### src/verilog/jlc_defs.svh
// Register offsets, field positions, reset values and limits of the link controller.
`ifndef JLC_DEFS_SVH
`define JLC_DEFS_SVH

`define JLC_ADDR_CONTROL 8'h0e
`define JLC_ADDR_STATUS 8'h0f
`define JLC_ADDR_TX_COUNT 8'h10
`define JLC_ADDR_RX_COUNT 8'h11

`define JLC_CTL_LONG_MSG 7
`define JLC_CTL_ABORT 6
`define JLC_CTL_RATE_HI 5
`define JLC_CTL_RATE_LO 4
`define JLC_CTL_IRQ_EN 1
`define JLC_CTL_WAIT_STOP 0
`define JLC_CTL_RESET 8'h20

`define JLC_STS_TX_DONE 3
`define JLC_STS_RX_DONE 2

`define JLC_TX_LEN_MAX 4'hb
`define JLC_TX_LEN_MIN 4'h1

`define JLC_RATE_OSC 2'h0
`define JLC_RATE_DIV1 2'h1
`define JLC_RATE_DIV2 2'h2
`define JLC_RATE_DIV4 2'h3

`endif

### src/verilog/jlc_pkg.sv
// Types shared by the link controller register logic.
package jlc_pkg;

  typedef enum logic [1:0] {
    JLC_RUN,
    JLC_LINK_WAIT,
    JLC_LINK_STOP
  } jlc_mode_type;

  typedef logic [3:0] jlc_len_type;

endpackage

### src/verilog/j1850_link_cpu_regs.sv
// CPU-facing control, status and count registers of the J1850 message data link controller.
//
// Chosen here: the plain strobed port.
`include "jlc_defs.svh"

module j1850_link_cpu_regs
  import jlc_pkg::*;
(
  input wire logic clk_sys,
  input wire logic srst,
  input wire logic [7:0] reg_addr,
  input wire logic [7:0] reg_wdata,
  input wire logic reg_wr,
  input wire logic reg_rd,
  output logic [7:0] reg_rdata,
  input wire logic osc_tick,
  input wire logic cpu_wait,
  input wire logic cpu_stop,
  input wire logic net_activity,
  input wire logic tx_crc_sent,
  input wire logic tx_end,
  input wire logic tx_abort_done,
  input wire logic rx_msg_ok,
  input wire logic [3:0] rx_msg_len,
  input wire logic rx_msg_error,
  output logic link_clk_en,
  output logic core_clk_run,
  output logic tx_start,
  output logic [3:0] tx_len,
  output logic tx_len_error,
  output logic tx_abort_req,
  output logic rx_long_msg,
  output logic rx_buf_release,
  output logic irq
);

  logic ctl_locked;
  logic [1:0] rate_sel;
  logic irq_enable;
  logic wait_clock_stop;
  logic tx_done_flag;
  logic rx_done_flag;
  logic wake_pend;
  jlc_mode_type mode;
  jlc_mode_type next_mode;
  logic [1:0] rx_held;
  jlc_len_type rx_len_old;
  jlc_len_type rx_len_new;
  logic net_meta;
  logic net_sync;
  logic link_tick;
  logic ctl_wr;
  logic tx_acc;
  logic tx_wr;
  logic rx_acc;
  logic rx_wr;
  logic len_valid;
  logic rx_take;
  logic rx_release;
  logic wake_event;

  // Kept whole so that the two-bit rate field is cut out of it on purpose.
  localparam logic [7:0] ctl_reset_value = `JLC_CTL_RESET;

  assign ctl_wr = reg_wr && (reg_addr == `JLC_ADDR_CONTROL);
  assign tx_acc = (reg_wr || reg_rd) && (reg_addr == `JLC_ADDR_TX_COUNT);
  assign tx_wr = reg_wr && (reg_addr == `JLC_ADDR_TX_COUNT);
  assign rx_acc = (reg_wr || reg_rd) && (reg_addr == `JLC_ADDR_RX_COUNT);
  assign rx_wr = reg_wr && (reg_addr == `JLC_ADDR_RX_COUNT);
  // A third message with both buffers full is ignored.
  assign rx_take = rx_msg_ok && (rx_held != 2'h2);
  // A release with nothing held is ignored, so the queue cannot underflow.
  assign rx_release = rx_wr && (rx_held != 2'h0);
  assign wake_event = (mode == JLC_LINK_STOP && net_sync) || (mode == JLC_LINK_WAIT && rx_take);
  assign len_valid = (reg_wdata[3:0] >= `JLC_TX_LEN_MIN) && (reg_wdata[3:0] <= `JLC_TX_LEN_MAX);

  // The activity pin is asynchronous to the system clock.
  always_ff @(posedge clk_sys) begin
    if (srst) begin
      net_meta <= 1'b0;
      net_sync <= 1'b0;
    end else begin
      net_meta <= net_activity;
      net_sync <= net_meta;
    end
  end

  always_ff @(posedge clk_sys) begin
    if (srst) begin
      ctl_locked <= 1'b0;
      rate_sel <= ctl_reset_value[`JLC_CTL_RATE_HI:`JLC_CTL_RATE_LO];
      wait_clock_stop <= 1'b0;
    end else if (ctl_wr && !ctl_locked) begin
      ctl_locked <= 1'b1;
      rate_sel <= {reg_wdata[`JLC_CTL_RATE_HI], reg_wdata[`JLC_CTL_RATE_LO]};
      wait_clock_stop <= reg_wdata[`JLC_CTL_WAIT_STOP];
    end
  end

  always_ff @(posedge clk_sys) begin
    if (srst) begin
      irq_enable <= 1'b0;
    end else if (ctl_wr) begin
      irq_enable <= reg_wdata[`JLC_CTL_IRQ_EN];
    end
  end

  // abort set by CPU, cleared by controller
  always_ff @(posedge clk_sys) begin
    if (srst) begin
      tx_abort_req <= 1'b0;
    end else if (ctl_wr && reg_wdata[`JLC_CTL_ABORT]) begin
      tx_abort_req <= 1'b1;
    end else if (tx_abort_done) begin
      tx_abort_req <= 1'b0;
    end
  end

  // Long-message mode ends with a good message or any receive error.
  always_ff @(posedge clk_sys) begin
    if (srst) begin
      rx_long_msg <= 1'b0;
    end else if (ctl_wr && reg_wdata[`JLC_CTL_LONG_MSG]) begin
      rx_long_msg <= 1'b1;
    end else if (rx_msg_ok || rx_msg_error) begin
      rx_long_msg <= 1'b0;
    end
  end

  jlc_rate_div u_rate_div (
    .clk_sys(clk_sys),
    .srst(srst),
    .osc_tick(osc_tick),
    .rate_sel(rate_sel),
    .link_tick(link_tick)
  );

  // The run level is taken from the next mode so it matches the mode register.
  // link clock stops in stop mode
  always_ff @(posedge clk_sys) begin
    if (srst) begin
      link_clk_en <= 1'b0;
      core_clk_run <= 1'b1;
    end else begin
      link_clk_en <= link_tick && (mode != JLC_LINK_STOP);
      core_clk_run <= (next_mode != JLC_LINK_STOP);
    end
  end

  // Only network activity ends link stop early; a good message ends link wait.
  // wait-stop bit picks the low power mode
  always_comb begin
    next_mode = mode;
    case (mode)
      JLC_RUN: begin
        if (cpu_stop || (cpu_wait && wait_clock_stop)) begin
          next_mode = JLC_LINK_STOP;
        end else if (cpu_wait) begin
          next_mode = JLC_LINK_WAIT;
        end
      end
      JLC_LINK_WAIT: begin
        if (rx_take || !cpu_wait) begin
          next_mode = JLC_RUN;
        end
      end
      JLC_LINK_STOP: begin
        if (net_sync || !(cpu_wait || cpu_stop)) begin
          next_mode = JLC_RUN;
        end
      end
      default: next_mode = JLC_RUN;
    endcase
  end

  always_ff @(posedge clk_sys) begin
    if (srst) begin
      mode <= JLC_RUN;
    end else begin
      mode <= next_mode;
    end
  end

  // wake request set by a wake-up, cleared by receive count access
  always_ff @(posedge clk_sys) begin
    if (srst) begin
      wake_pend <= 1'b0;
    end else if (wake_event) begin
      wake_pend <= 1'b1;
    end else if (rx_acc) begin
      wake_pend <= 1'b0;
    end
  end

  // A refused write still clears the count, so a stale length is never started later.
  // four-bit count, start, cleared at end
  always_ff @(posedge clk_sys) begin
    if (srst) begin
      tx_len <= 4'h0;
    end else if (tx_wr && len_valid) begin
      tx_len <= reg_wdata[3:0];
    end else if (tx_end || tx_wr) begin
      tx_len <= 4'h0;
    end
  end

  // out of range count raises an overflow and is not sent
  always_ff @(posedge clk_sys) begin
    if (srst) begin
      tx_start <= 1'b0;
      tx_len_error <= 1'b0;
    end else begin
      tx_start <= tx_wr && len_valid;
      tx_len_error <= tx_wr && !len_valid;
    end
  end

  // set on CRC sent; access clears; set wins
  always_ff @(posedge clk_sys) begin
    if (srst) begin
      tx_done_flag <= 1'b0;
    end else if (tx_crc_sent) begin
      tx_done_flag <= 1'b1;
    end else if (tx_acc) begin
      tx_done_flag <= 1'b0;
    end
  end

  // A release and a new message in one cycle leave the number held unchanged.
  // held-message queue; oldest is presented
  always_ff @(posedge clk_sys) begin
    if (srst) begin
      rx_held <= 2'h0;
      rx_len_old <= 4'h0;
      rx_len_new <= 4'h0;
    end else begin
      case ({rx_take, rx_release})
        2'b10: begin
          rx_held <= rx_held + 2'h1;
          if (rx_held == 2'h0) begin
            rx_len_old <= rx_msg_len;
          end else begin
            rx_len_new <= rx_msg_len;
          end
        end
        2'b01: begin
          rx_held <= rx_held - 2'h1;
          rx_len_old <= rx_len_new;
        end
        2'b11: begin
          if (rx_held == 2'h1) begin
            rx_len_old <= rx_msg_len;
          end else begin
            rx_len_old <= rx_len_new;
            rx_len_new <= rx_msg_len;
          end
        end
        default: rx_held <= rx_held;
      endcase
    end
  end

  always_ff @(posedge clk_sys) begin
    if (srst) begin
      rx_buf_release <= 1'b0;
    end else begin
      rx_buf_release <= rx_release;
    end
  end

  // receive flag; a new message or a second held one keeps it set
  always_ff @(posedge clk_sys) begin
    if (srst) begin
      rx_done_flag <= 1'b0;
    end else if (rx_take) begin
      rx_done_flag <= 1'b1;
    end else if (rx_acc) begin
      rx_done_flag <= (rx_held == 2'h2);
    end
  end

  // The request is registered, so it trails the flags by one cycle.
  // single request line
  always_ff @(posedge clk_sys) begin
    if (srst) begin
      irq <= 1'b0;
    end else begin
      irq <= (irq_enable && (tx_done_flag || rx_done_flag)) || wake_pend;
    end
  end

  // Read data return to zero outside the answer cycle, so a late sample reads zero.
  // registered read data
  always_ff @(posedge clk_sys) begin
    if (srst) begin
      reg_rdata <= 8'h00;
    end else if (reg_rd) begin
      case (reg_addr)
        `JLC_ADDR_CONTROL: begin
          reg_rdata <= {rx_long_msg, tx_abort_req, rate_sel, 2'b00, irq_enable,
            wait_clock_stop};
        end
        `JLC_ADDR_STATUS: begin
          reg_rdata <= {4'h0, tx_done_flag, rx_done_flag, 2'b00};
        end
        `JLC_ADDR_TX_COUNT: reg_rdata <= {4'h0, tx_len};
        `JLC_ADDR_RX_COUNT: reg_rdata <= {4'h0, rx_len_old};
        default: reg_rdata <= 8'h00;
      endcase
    end else begin
      reg_rdata <= 8'h00;
    end
  end

endmodule // j1850_link_cpu_regs

### src/verilog/jlc_rate_div.sv
// Rate divider that turns a source clock enable into the link clock enable.
`include "jlc_defs.svh"

module jlc_rate_div
  import jlc_pkg::*;
(
  input wire logic clk_sys,
  input wire logic srst,
  input wire logic osc_tick,
  input wire logic [1:0] rate_sel,
  output logic link_tick
);

  logic src_tick;
  logic [1:0] div_cnt;
  logic last_count;

  always_comb begin
    if (rate_sel == `JLC_RATE_OSC) begin
      src_tick = osc_tick;
    end else begin
      src_tick = 1'b1;
    end
  end

  // divide by one, two or four
  always_comb begin
    case (rate_sel)
      `JLC_RATE_DIV2: last_count = (div_cnt[0] == 1'b1);
      `JLC_RATE_DIV4: last_count = (div_cnt == 2'h3);
      default: last_count = 1'b1;
    endcase
  end

  always_ff @(posedge clk_sys) begin
    if (srst) begin
      div_cnt <= 2'h0;
    end else if (src_tick) begin
      div_cnt <= last_count ? 2'h0 : div_cnt + 2'h1;
    end
  end

  always_ff @(posedge clk_sys) begin
    if (srst) begin
      link_tick <= 1'b0;
    end else begin
      link_tick <= src_tick & last_count;
    end
  end

endmodule // jlc_rate_div
### config.mk
export PLATFORM = sky130hd
export DESIGN_NAME = j1850_link_cpu_regs
export DESIGN_NICKNAME = d
export VERILOG_FILES = /design/src/verilog/jlc_pkg.sv /design/src/verilog/j1850_link_cpu_regs.sv /design/src/verilog/jlc_rate_div.sv
export VERILOG_INCLUDE_DIRS = /design/src /design/src/verilog
export SDC_FILE = /design/constraint.sdc
export NUM_CORES = 1
export LEC_CHECK = 0
export BUFFER_PORTS_ARGS = -buffer_cell sky130_fd_sc_hd__buf_4
export CORE_UTILIZATION = 52
export CTS_BUF_LIST = sky130_fd_sc_hd__clkbuf_4 sky130_fd_sc_hd__clkbuf_8 sky130_fd_sc_hd__clkbuf_16
export DETAILED_ROUTE_END_ITERATION = 10
export GPL_ROUTABILITY_DRIVEN = 0
export PLACE_DENSITY = 0.79
export REMOVE_ABC_BUFFERS = 1
export SYNTH_ARGS = -nofsm -noshare
export SYNTH_HDL_FRONTEND = slang
export SYNTH_SLANG_ARGS = --single-unit
### constraint.sdc
create_clock -name clk_sys -period 2.8 [get_ports clk_sys]
set_clock_uncertainty 0.2 [all_clocks]
set_input_delay 0.14 -clock clk_sys [delete_from_list [all_inputs] [get_ports clk_sys]]
set_output_delay 0.14 -clock clk_sys [all_outputs]
set_load 0.05 [all_outputs]
==> impl_metrics.py, run 1 <==
metrics = {
    "floorplan": {
        "rows": 22,
        "fp.coreArea_sq_um": 3720,
        "start_util": 0.554,
        "die_y_microns": 64.9,
        "die_area_sq_um": 4220,
        "die_w_microns": 64.9,
        "ios": 53,
    },
    "synth": {
        "synth_fa_ha_area_frac": 0.0547,
        "synth_top_area_cell": "dfxtp_1",
        "synth-seq-area-share": 0.437,
        "netlist_instances": 212,
        "synth-simple-area-share": 0.256,
        "synth_area_leaders": "dfxtp_1 (44%), ha_1 (5.5%), mux2i_1 (4.4%), nor2_1 (4.4%), a21oi_1 (3.9%)",
        "synth.area.mux_share": 0.0656,
        "yosys-top-cells-count": "dfxtp_1 (45), nor2_1 (24), a21oi_1 (16)",
        "synth_async_sr_flop_share": 0,
        "synth_cell_type_count": 38,
        "syn_avg_cell_area_sq_um": 9.71,
        "yosysMostFrequentCell": "dfxtp_1",
        "synth_top_family_by_area": "simple AND/OR/NAND/NOR gates",
        "synthFlopType": "dfxtp_1",
        "synth_top_area_share": 0.437,
        "ys_ff_latch": 45,
        "synth_compound_area_frac": 0.144,
        "synth_edf_count": 0,
        "synth.cell_area_sq_um": 2060,
        "ys_warn_count": 0,
        "yosys.area_share.xor_xnor": 0.00425,
    },
    "route": {
        "drcViolationCount": 0,
        "wl_per_cell_microns": 14.6,
        "drt-pass1-iter-count": 4,
        "drt_iter0_markers": 173,
        "antenna_left": 0,
        "vias_per_cell": 5.55,
        "drt-total-wl_microns": 4910,
        "vias": 1865,
    },
    "global_route": {
        "grt_antenna_before_repair": 0,
        "grt_pass1_vias": 1890,
        "track_usage": 0.254,
        "grt_overflow": 0,
        "grt_max_degree": 47,
        "grt_pass1_wl_microns": 8250,
    },
    "setup_path": {
        "rr_worst_depth": 9,
        "end_kind": "flop",
        "r2r_start": "rx_held[0]",
        "crit_end": "rx_len_new[2]",
        "crit_type": "reg -> reg",
        "crit_chain": "inv_1 -> ha_1 -> or3_2 -> inv_1 -> ha_1 -> nor2b_1 -> o21ai_1 -> mux2i_1 -> nor2_1",
        "slowest_stage": "or3_2",
        "slowest_delay_ns": 0.53,
        "cp_max_fo": 4,
        "cp_num_buf_inv": 2,
        "reg2reg_to": "rx_len_new[2]",
        "r2r_setup_slack_ns": 0.26,
        "worstPathArrival_ns": 2.51,
        "required_ns": 2.77,
        "crit_family": "simple AND/OR/NAND/NOR gates",
        "cp.depth": 9,
        "startpoint": "rx_held[0]",
        "startpoint_type": "flop",
    },
    "hold_path": {
        "hold_path_class": "in -> reg",
        "hold_depth": 3,
    },
    "clock_tree": {
        "cts_setup_buffers": 0,
        "root_buffer": "clkbuf_8",
        "cts_tree": "built",
        "h-tree-depth": 2,
        "clock_latency_ns": 0.29,
        "cts_made_buffers": 5,
        "cts.reportedPaths.clkPinSlew_ns": 0.08,
        "cts_num_sinks": 45,
        "clk_path_buf_depth": 2,
    },
    "timing": {
        "grt_setup_unrepaired": "false",
        "relSlewSlack": 0.478,
        "period_needed_ns": 2.54,
        "slew_violations": 0,
        "setup_viol": 0,
        "fmax_ghz": 0.394,
        "layout_worst_path_cycle_share": 0.907,
        "max_slew.worst_pin.slew_ns": 0.776,
        "tns_ns": 0,
        "hold_viol_final": 0,
    },
    "placement": {
        "hpwlAfterDp_microns": 3460,
        "placed_area_sq_um": 2490,
        "port-buffer-count": 52,
        "dpl.cell_count": 307,
    },
    "power_and_ir_drop": {
        "vdd_drop_max_mv": 0.454,
        "powerDensity_nw_per_um2": 454,
        "power.total_uw": 1270,
        "leakage_uw": 0.00120,
    },
    "cells_and_area": {
        "final_area_sq_um": 2780,
        "seq_area_sq_um": 901,
        "syn_to_final_growth_pct": 35.2,
        "drive_above_1_share": 0.271,
        "multi_input_area_sq_um": 1080,
        "antennaDiodeCount": 0,
        "final_cells": 336,
        "fin_nets": 329,
        "nFillCells": 281,
    },
    "outcome": {
        "outcome": "finished, final reports clean",
    },
    "run": {
        "maxCapViolCount": 0,
    },
}
## worst min-delay path: cells and delay by family
kind / cells / cell delay, ns
buffers and inverters: 1 / 0.13
AO/OA/AOI/OAI: 1 / 0.11
AND/OR/NAND/NOR: 1 / 0.09
## cell type report
cell class | count | area share
multi-input combinational | 150 | 0.388
sequential | 45 | 0.324
timing repair buffer | 76 | 0.224
clock buffer | 6 | 0.0274
tap | 48 | 0.0216
inverter | 9 | 0.0121
clock inverter | 2 | 0.00360
## report_power, final
part	total, uW	switching (uW)	leakage, uW	internal [uW]
Clock	388	206	0.0000484	183
Sequential	681	15.9	0.000367	665
Combinational	196	94.4	0.000787	101
## placed cells by master, fill, tap and decap left out, drive strengths merged
| cell type | n |
|---|---|
| a211oi | 2 |
| a21bo | 1 |
| a21oi | 16 |
| a22oi | 4 |
| a32oi | 6 |
| and2 | 6 |
| and2b | 1 |
| and3 | 1 |
| and4b | 1 |
| buf | 55 |
| clkbuf | 6 |
| clkinv | 2 |
| dfxtp | 45 |
| dlygate4sd3 | 21 |
| ha | 9 |
| inv | 9 |
| mux2 | 4 |
| mux2i | 9 |
| nand2 | 4 |
| nand2b | 4 |
| nand3 | 5 |
| nand3b | 7 |
| nand4 | 1 |
| nand4b | 8 |
| nor2 | 24 |
| nor2b | 7 |
| nor3 | 6 |
| nor3b | 2 |
| nor4 | 3 |
| nor4b | 2 |
| o21a | 2 |
| o21ai | 4 |
| o22a | 1 |
| o311ai | 4 |
| or2 | 1 |
| or3 | 1 |
| or4b | 3 |
| xor2 | 1 |
## stage by stage
step	hold WS (ns)	setup slack [ns]	util
4_1_cts	0.0182	0.233	0.749
3_5_place_dp	0.162	0.115	0.669
2_1_floorplan	0.00907	0.312	-
3_3_place_gp	0.150	0.183	0.669
5_1_grt	0.0264	0.0539	0.749
6_report	0.0199	0.261	0.749
## what timing repair did
action | in CTS | in global routing
hold buffers | 21 | 0
endpoints found under the hold margin | 24 | 0
gates resized for setup | 0 | 0
endpoints found under the setup margin | 0 | 0
## cells by family after synthesis
group           count (synthesis)
xor+xnor                        1
compound gates                 40
simple gates                   87
buf+inv                        17
fa+ha+maj                       9
mux                            13
flops                          45
## routing by layer
metal,global-route usage,up-vias,wire length (microns)
li1,-,923,-
met1,0.279,890,2060
met2,0.469,41,2590
met3,0.0563,11,156
met4,0.0917,0,105
met5,0,-,0
## how the worst min path moves through the flow
stage                  from          end  slack [ns]
2_1_floorplan          srst   ctl_locked       0.009
3_3_place_gp   net_activity     net_meta        0.15
3_5_place_dp   net_activity     net_meta        0.16
4_1_cts              reg_wr   ctl_locked        0.02
5_1_grt              reg_wr  rx_long_msg        0.03
6_report             reg_wr  rx_long_msg        0.02
## sequential cells by signal, summed over array words and instances (netlist names), 2 cells and up
register and cells:
mode 2, rate_sel 2, reg_rdata 8, rx_held 2
rx_len_new 4, rx_len_old 4, tx_len 4, u_rate_div.div_cnt 2
(Power assumes the default switching activity.)
==> inputs of run 2 (changes only) <==
--- a/config.mk
+++ b/config.mk
@@ -6,8 +6,10 @@
 export SDC_FILE = /design/constraint.sdc
 export NUM_CORES = 1
 export LEC_CHECK = 0
+export ABC_AREA = 1
 export BUFFER_PORTS_ARGS = -buffer_cell sky130_fd_sc_hd__buf_4
-export CORE_UTILIZATION = 52
+export CORE_MARGIN = 10
+export CORE_UTILIZATION = 53
 export CTS_BUF_LIST = sky130_fd_sc_hd__clkbuf_4 sky130_fd_sc_hd__clkbuf_8 sky130_fd_sc_hd__clkbuf_16
 export DETAILED_ROUTE_END_ITERATION = 10
 export GPL_ROUTABILITY_DRIVEN = 0
==> run 2 against run 1 <==
Net effect: utilization is 0.57 points higher; sequential power barely moved; final area rose by 7.7%; clock power grew 32%; global-route usage down 8.7 points; largest power group unchanged.
==> impl_metrics.py, run 2 <==
metrics = {
    "outcome": {
        "outcome": "finished, final reports clean",
    },
    "cells_and_area": {
        "drive_above_1_share": 0.218,
        "nFillCells": 289,
        "largest_reg_flops": 8,
        "final_area_sq_um": 3000,
        "fin_nets": 426,
        "top_register": "reg_rdata",
        "final_cell_mix": "nand2_1 (67), buf_4 (52), dfxtp_1 (45), inv_1 (44), nor2_1 (36)",
        "final_cells": 436,
        "syn_to_final_growth_pct": 39.7,
        "final_common_cell": "nand2_1",
    },
    "power_and_ir_drop": {
        "comb_power_share": 0.152,
        "vdd_drop_max_mv": 0.317,
        "leakage_uw": 0.00153,
        "switchingPower_uw": 368,
        "powerDensity_nw_per_um2": 471,
        "intPower_uw": 1040,
        "switching_share": 0.261,
        "clkPwrFrac": 0.363,
        "power.total_uw": 1410,
        "power_frac_seq": 0.485,
    },
    "clock_tree": {
        "h-tree-depth": 2,
        "clk_path_buf_depth": 2,
        "cts_setup_buffers": 0,
        "hold_buffers": 30,
        "cts.reportedPaths.clkPinSlew_ns": 0.09,
        "cts_num_sinks": 45,
        "cts_tree": "built",
        "cts_made_buffers": 5,
        "clock_latency_ns": 0.30,
        "root_buffer": "clkbuf_8",
        "cts_resized": 0,
    },
    "placement": {
        "port-buffer-count": 52,
        "dpl.cell_count": 397,
        "placed_area_sq_um": 2580,
        "place_ws_ns": 0.489,
        "hpwlAfterDp_microns": 3860,
    },
    "synth": {
        "synth_top_area_cell": "dfxtp_1",
        "ys_ff_latch": 45,
        "ys_warn_count": 0,
        "netlist_instances": 299,
        "synth-seq-area-share": 0.420,
        "synth_async_sr_flop_share": 0,
        "yosys-top-cells-count": "nand2_1 (67), dfxtp_1 (45), inv_1 (44)",
        "synth_top_area_share": 0.420,
        "synth-simple-area-share": 0.359,
        "synth_compound_area_frac": 0.0688,
        "synth.area.mux_share": 0,
        "yosys.area_share.xor_xnor": 0.00408,
        "synth_top_family_by_area": "simple AND/OR/NAND/NOR gates",
        "synth.cell_area_sq_um": 2150,
        "synthFlopType": "dfxtp_1",
        "synth_edf_count": 0,
        "synth_area_leaders": "dfxtp_1 (42%), nand2_1 (12%), inv_1 (7.7%), nand3_1 (7.5%), nor2_1 (6.3%)",
        "synth_cell_type_count": 26,
        "yosysMostFrequentCell": "nand2_1",
        "syn_avg_cell_area_sq_um": 7.18,
        "synth_fa_ha_area_frac": 0.0525,
    },
    "setup_path": {
        "crit_chain": "inv_1 -> ha_1 -> nor2_2 -> nand3_4 -> inv_1 -> ha_1 -> nand2_1 -> nand2_1 -> nand2_1 -> nand2_1 -> nand3_1 -> nand3_1 -> nand2_1 -> inv_1",
        "startpoint_type": "flop",
        "slowest_stage": "dfxtp_1",
        "required_ns": 2.85,
        "r2r_start": "rx_held[0]",
        "worstPathArrival_ns": 2.42,
        "crit_type": "reg -> reg",
        "crit_family": "simple AND/OR/NAND/NOR gates",
        "cp_max_fo": 8,
        "slowest_delay_ns": 0.35,
        "startpoint": "rx_held[0]",
        "end_kind": "flop",
        "cpMostUsedCell": "nand2_1",
        "cp_num_buf_inv": 3,
    },
    "timing": {
        "tns_ns": 0,
        "slew_violations": 0,
        "fmax_ghz": 0.423,
        "hold_viol_final": 0,
        "grt_setup_unrepaired": "false",
        "setup_viol": 0,
        "setup_ws_ns": 0.437,
        "max_slew.worst_pin.slew_ns": 0.647,
        "relSlewSlack": 0.568,
        "layout_worst_path_cycle_share": 0.844,
        "period_needed_ns": 2.36,
    },
    "floorplan": {
        "rows": 23,
        "ios": 53,
        "fp.coreArea_sq_um": 3970,
        "start_util": 0.540,
        "die_y_microns": 83.6,
        "die_w_microns": 83.6,
        "die_area_sq_um": 6990,
    },
    "global_route": {
        "grt_overflow": 0,
        "grt_pass1_wl_microns": 9850,
        "grt_max_degree": 23,
        "grt_pass1_vias": 2169,
        "grt_antenna_before_repair": 1,
        "track_usage": 0.166,
    },
    "run": {
        "maxCapViolCount": 0,
    },
    "route": {
        "vias": 2176,
        "drcViolationCount": 0,
        "wl_per_cell_microns": 13.4,
        "drt_iter0_markers": 173,
        "drt-total-wl_microns": 5830,
        "antenna_left": 0,
        "drt-pass1-iter-count": 4,
        "vias_per_cell": 4.99,
    },
    "hold_path": {
        "hp-start": "cpu_stop",
        "hold_path_class": "in -> reg",
    },
}
[run 2: cell types whose count changed after synthesis, sizes merged, moves of 7 or more]
cell    change
inv        +41
nand3      +31
nor2b       -7
mux2i       -9
nor2       +17
nand2      +66
nand4b      -8
[run 2: power by group through the flow]
| stage | combinational (uW) | clock [uW] | sequential (uW) |
|---|---|---|---|
| after CTS | 211 | 507 | 684 |
| final | 215 | 512 | 684 |
| after global routing | 241 | 537 | 687 |
| after floorplan | 103 | 0 | 703 |
| after detailed placement | 183 | 0 | 699 |
| after global placement | 180 | 0 | 698 |
[run 2: final timing paths]
path / end / slack [ns] / depth (start not counted)
setup / recovery: rx_len_old[2] / 0.44 / 14
hold / removal: mode[1] / 0.04 / 5
setup reg to reg: rx_len_old[2] / 0.44 / 14
hold reg to reg: net_sync / 0.22 / 2
[run 2: kinds of logic (layout without fill, tap and decap cells)]
| group | count (synthesis) | in the layout |
|---|---|---|
| DFF | 45 | 45 |
| adders and majority gates | 9 | 9 |
| AOI/OAI and AO/OA | 26 | 26 |
| xor gates and xnor gates | 1 | 1 |
| and+or+nand+nor | 164 | 164 |
| buffers and inverters | 54 | 140 |
| other | 0 | 1 |
[run 2: metrics by stage]
step                      utilization  hold slack (ns)
after floorplan                     -          0.00244
after global placement          0.650            0.138
after detailed placement        0.650            0.149
after CTS                       0.754           0.0365
after global routing            0.755           0.0772
final                           0.755           0.0395
[run 2: per-layer routing]
metal,GRT usage,vias to the layer above,part of all wire
met5,0,-,0
met4,0.0791,0,0.029
met3,0.0391,15,0.060
met2,0.292,77,0.49
met1,0.182,974,0.42
li1,-,1110,-
[run 2: worst register-to-register path: stages, from the launching register on]
cell and delay, ns:
dfxtp_1 0.35, inv_1 0.08, ha_1 0.24, nor2_2 0.25, nand3_4 0.16, inv_1 0.14, ha_1 0.26, nand2_1 0.09
nand2_1 0.13, nand2_1 0.08, nand2_1 0.07, nand3_1 0.07, nand3_1 0.10, nand2_1 0.05, inv_1 0.06
[run 2: cell type report]
cell class	count	area, sq um	area share
Multi-Input combinational cell	200	1040	0.346
Sequential cell	45	901	0.301
Timing Repair Buffer	82	691	0.230
Inverter	50	188	0.0626
Clock buffer	6	76.3	0.0255
Tap cell	50	62.6	0.0209
Clock inverter	2	38.8	0.0129
Antenna cell	1	2.50	0.000835
==> inputs of run 3 (changes only) <==
--- a/config.mk
+++ b/config.mk
@@ -9,11 +9,11 @@
 export ABC_AREA = 1
 export BUFFER_PORTS_ARGS = -buffer_cell sky130_fd_sc_hd__buf_4
 export CORE_MARGIN = 10
-export CORE_UTILIZATION = 53
+export CORE_UTILIZATION = 47
 export CTS_BUF_LIST = sky130_fd_sc_hd__clkbuf_4 sky130_fd_sc_hd__clkbuf_8 sky130_fd_sc_hd__clkbuf_16
 export DETAILED_ROUTE_END_ITERATION = 10
 export GPL_ROUTABILITY_DRIVEN = 0
-export PLACE_DENSITY = 0.79
+export PLACE_DENSITY = 0.75
 export REMOVE_ABC_BUFFERS = 1
 export SYNTH_ARGS = -nofsm -noshare
 export SYNTH_HDL_FRONTEND = slang
==> constraint.sdc (replaced) <==
create_clock -name clk_sys -period 2.15 [get_ports clk_sys]
set_clock_uncertainty 0.2 [all_clocks]
set_input_delay 0.1075 -clock clk_sys [delete_from_list [all_inputs] [get_ports clk_sys]]
set_output_delay 0.1075 -clock clk_sys [all_outputs]
set_load 0.05 [all_outputs]
==> run 3 against run 2 <==
Net effect: final area increased by 2.5%; power increased by 22%; clock power increased by 3%; global-route usage decreased by 1.8 points; setup slack got worse by 0.36 ns; sequential cell count unchanged; largest cell class unchanged; largest power group unchanged; highest routed layer unchanged.
==> impl_metrics.py, run 3 (synthesis gave the netlist of run 2 again) <==
metrics = {
    "outcome": {
        "outcome": "finished, final reports clean",
    },
    "global_route": {
        "grt_antenna_before_repair": 0,
        "grt_max_degree": 23,
        "met1_usage": 0.167,
        "busiest_layer": "met2",
        "track_usage": 0.148,
        "met2_usage": 0.259,
        "grt_pass1_wl_microns": 9230,
        "grt_overflow": 0,
        "met3_usage": 0.0418,
        "grt_pass1_vias": 2069,
    },
    "run": {
        "maxCapViolCount": 0,
    },
    "power_and_ir_drop": {
        "intPower_uw": 1250,
        "leakage_uw": 0.00153,
        "powerDensity_nw_per_um2": 560,
        "switchingPower_uw": 467,
        "power_frac_seq": 0.518,
        "vdd_drop_max_mv": 0.450,
        "switching_share": 0.272,
        "clkPwrFrac": 0.306,
        "comb_power_share": 0.176,
    },
    "cells_and_area": {
        "final_cells": 446,
        "postLayoutCoreUtil": 0.701,
        "syn_to_final_growth_pct": 43.2,
        "final_common_cell": "nand2_1",
        "nFillCells": 360,
        "top_register": "reg_rdata",
        "drive_above_1_share": 0.251,
        "final_cell_mix": "nand2_1 (66), buf_4 (59), dfxtp_1 (45), inv_1 (41), nor2_1 (35)",
        "antennaDiodeCount": 0,
        "largest_reg_flops": 8,
        "fin_nets": 435,
        "final_area_sq_um": 3070,
    },
    "floorplan": {
        "fp.coreArea_sq_um": 4380,
        "rows": 24,
        "ios": 53,
        "die_w_microns": 87.6,
        "die_area_sq_um": 7670,
        "die_y_microns": 87.6,
        "start_util": 0.489,
    },
    "clock_tree": {
        "clock_latency_ns": 0.30,
        "cts_num_sinks": 45,
        "h-tree-depth": 2,
        "cts_tree": "built",
        "root_buffer": "clkbuf_8",
        "cts_made_buffers": 5,
        "clk_path_buf_depth": 2,
        "cts.reportedPaths.clkPinSlew_ns": 0.08,
    },
    "setup_path": {
        "r2r_start": "rx_held[0]",
        "worstPathArrival_ns": 2.06,
        "startpoint_type": "input pin",
        "rr_worst_depth": 11,
        "required_ns": 2.14,
        "slowest_delay_ns": 0.57,
        "crit_type": "in -> reg",
        "end_kind": "flop",
        "crit_chain": "buf_4 -> inv_2 -> nand2_1 -> nor2_4 -> buf_4 -> nand3_1 -> a21oi_1 -> dlygate4sd3_1 -> nor2_1 -> dlygate4sd3_1",
        "cp_num_buf_inv": 5,
        "cp_max_fo": 6,
        "r2r_setup_slack_ns": 0.13,
        "crit_family": "buffers and inverters",
        "reg2reg_to": "rx_len_new[2]",
        "slowest_stage": "dlygate4sd3_1",
    },
    "route": {
        "vias_per_cell": 4.92,
        "drt_iter0_markers": 174,
        "antenna_left": 0,
        "drcViolationCount": 0,
        "vias": 2195,
        "drt-total-wl_microns": 5780,
        "wl_per_cell_microns": 13.0,
        "drt-pass1-iter-count": 5,
    },
    "hold_path": {
        "hold_depth": 4,
        "hold_path_class": "in -> reg",
        "hp-start": "reg_wr",
        "whs_endpoint": "wait_clock_stop",
    },
    "timing": {
        "relSlewSlack": 0.705,
        "hold_ws_ns": 0.0106,
        "hold_viol_final": 0,
        "slew_violations": 0,
        "max_slew.worst_pin.slew_ns": 0.441,
        "period_needed_ns": 2.07,
        "tns_ns": 0,
        "fmax_ghz": 0.482,
        "layout_worst_path_cycle_share": 0.965,
        "setup_viol": 0,
    },
    "placement": {
        "placed_area_sq_um": 2610,
        "port-buffer-count": 52,
        "hpwlAfterDp_microns": 3990,
        "dpl.cell_count": 403,
    },
}
==> run 3: layout make-up <==
| cell class | count | area [sq um] | area share |
|---|---|---|---|
| Multi-Input combinational cell | 200 | 1060 | 0.346 |
| Sequential cell | 45 | 901 | 0.293 |
| Timing Repair Buffer | 90 | 753 | 0.245 |
| Inverter | 50 | 194 | 0.0631 |
| Clock buffer | 6 | 76.3 | 0.0248 |
| Tap cell | 52 | 65.1 | 0.0212 |
| Clock inverter | 2 | 15.0 | 0.00489 |
| Timing Repair inverter | 1 | 5.00 | 0.00163 |
==> run 3: worst reg2reg max path, cell delays in order, from the launching register on <==
cell	delay (ns)
dfxtp_1	0.34
inv_1	0.11
ha_4	0.19
nor2_4	0.11
nand3_4	0.13
inv_4	0.10
ha_2	0.18
nand2_1	0.09
o21ai_0	0.08
nand2_1	0.15
o21ai_0	0.18
nor2_1	0.06
==> run 3: how the worst max path moves through the flow <==
stage	depth (start not counted)	start	endpoint	slack, ns
after global routing	12	rx_held[0]	rx_len_new[3]	-0.02
after global placement	14	rx_held[0]	rx_len_old[0]	0.12
after detailed placement	14	rx_held[0]	rx_len_old[3]	-0.01
after floorplan	14	rx_held[0]	rx_len_old[0]	0.09
after CTS	14	rx_held[0]	rx_len_old[3]	0.03
final	10	reg_addr[5]	tx_done_flag	0.08
==> run 3: through the flow <==
step,power [uW],setup WS (ns)
5_1_grt,1810,-0.0184
6_report,1720,0.0752
4_1_cts,1710,0.0325
2_1_floorplan,1050,0.0934
3_3_place_gp,1150,0.120
3_5_place_dp,1160,-0.0131
==> run 3: what timing repair did <==
action,in CTS,in global routing
hold buffers,31,0
gates resized for setup,1,11
pin swaps,1,1
cloned,0,1
endpoints found under the hold margin,33,0
endpoints found under the setup margin,8,13
buffers inserted,1,2
==> run 3: per-layer routing <==
metal / part of all wire / vias to the layer above
met5: 0 / -
met4: 0.016 / 0
met3: 0.055 / 8
met2: 0.51 / 57
met1: 0.42 / 1003
li1: - / 1127
==> run 3: power by group through the flow <==
stage	sequential (uW)	combinational, uW	clock [uW]
2_1_floorplan	916	134	0
3_3_place_gp	910	240	0
3_5_place_dp	909	248	0
4_1_cts	890	286	536
5_1_grt	896	335	575
6_report	891	302	527
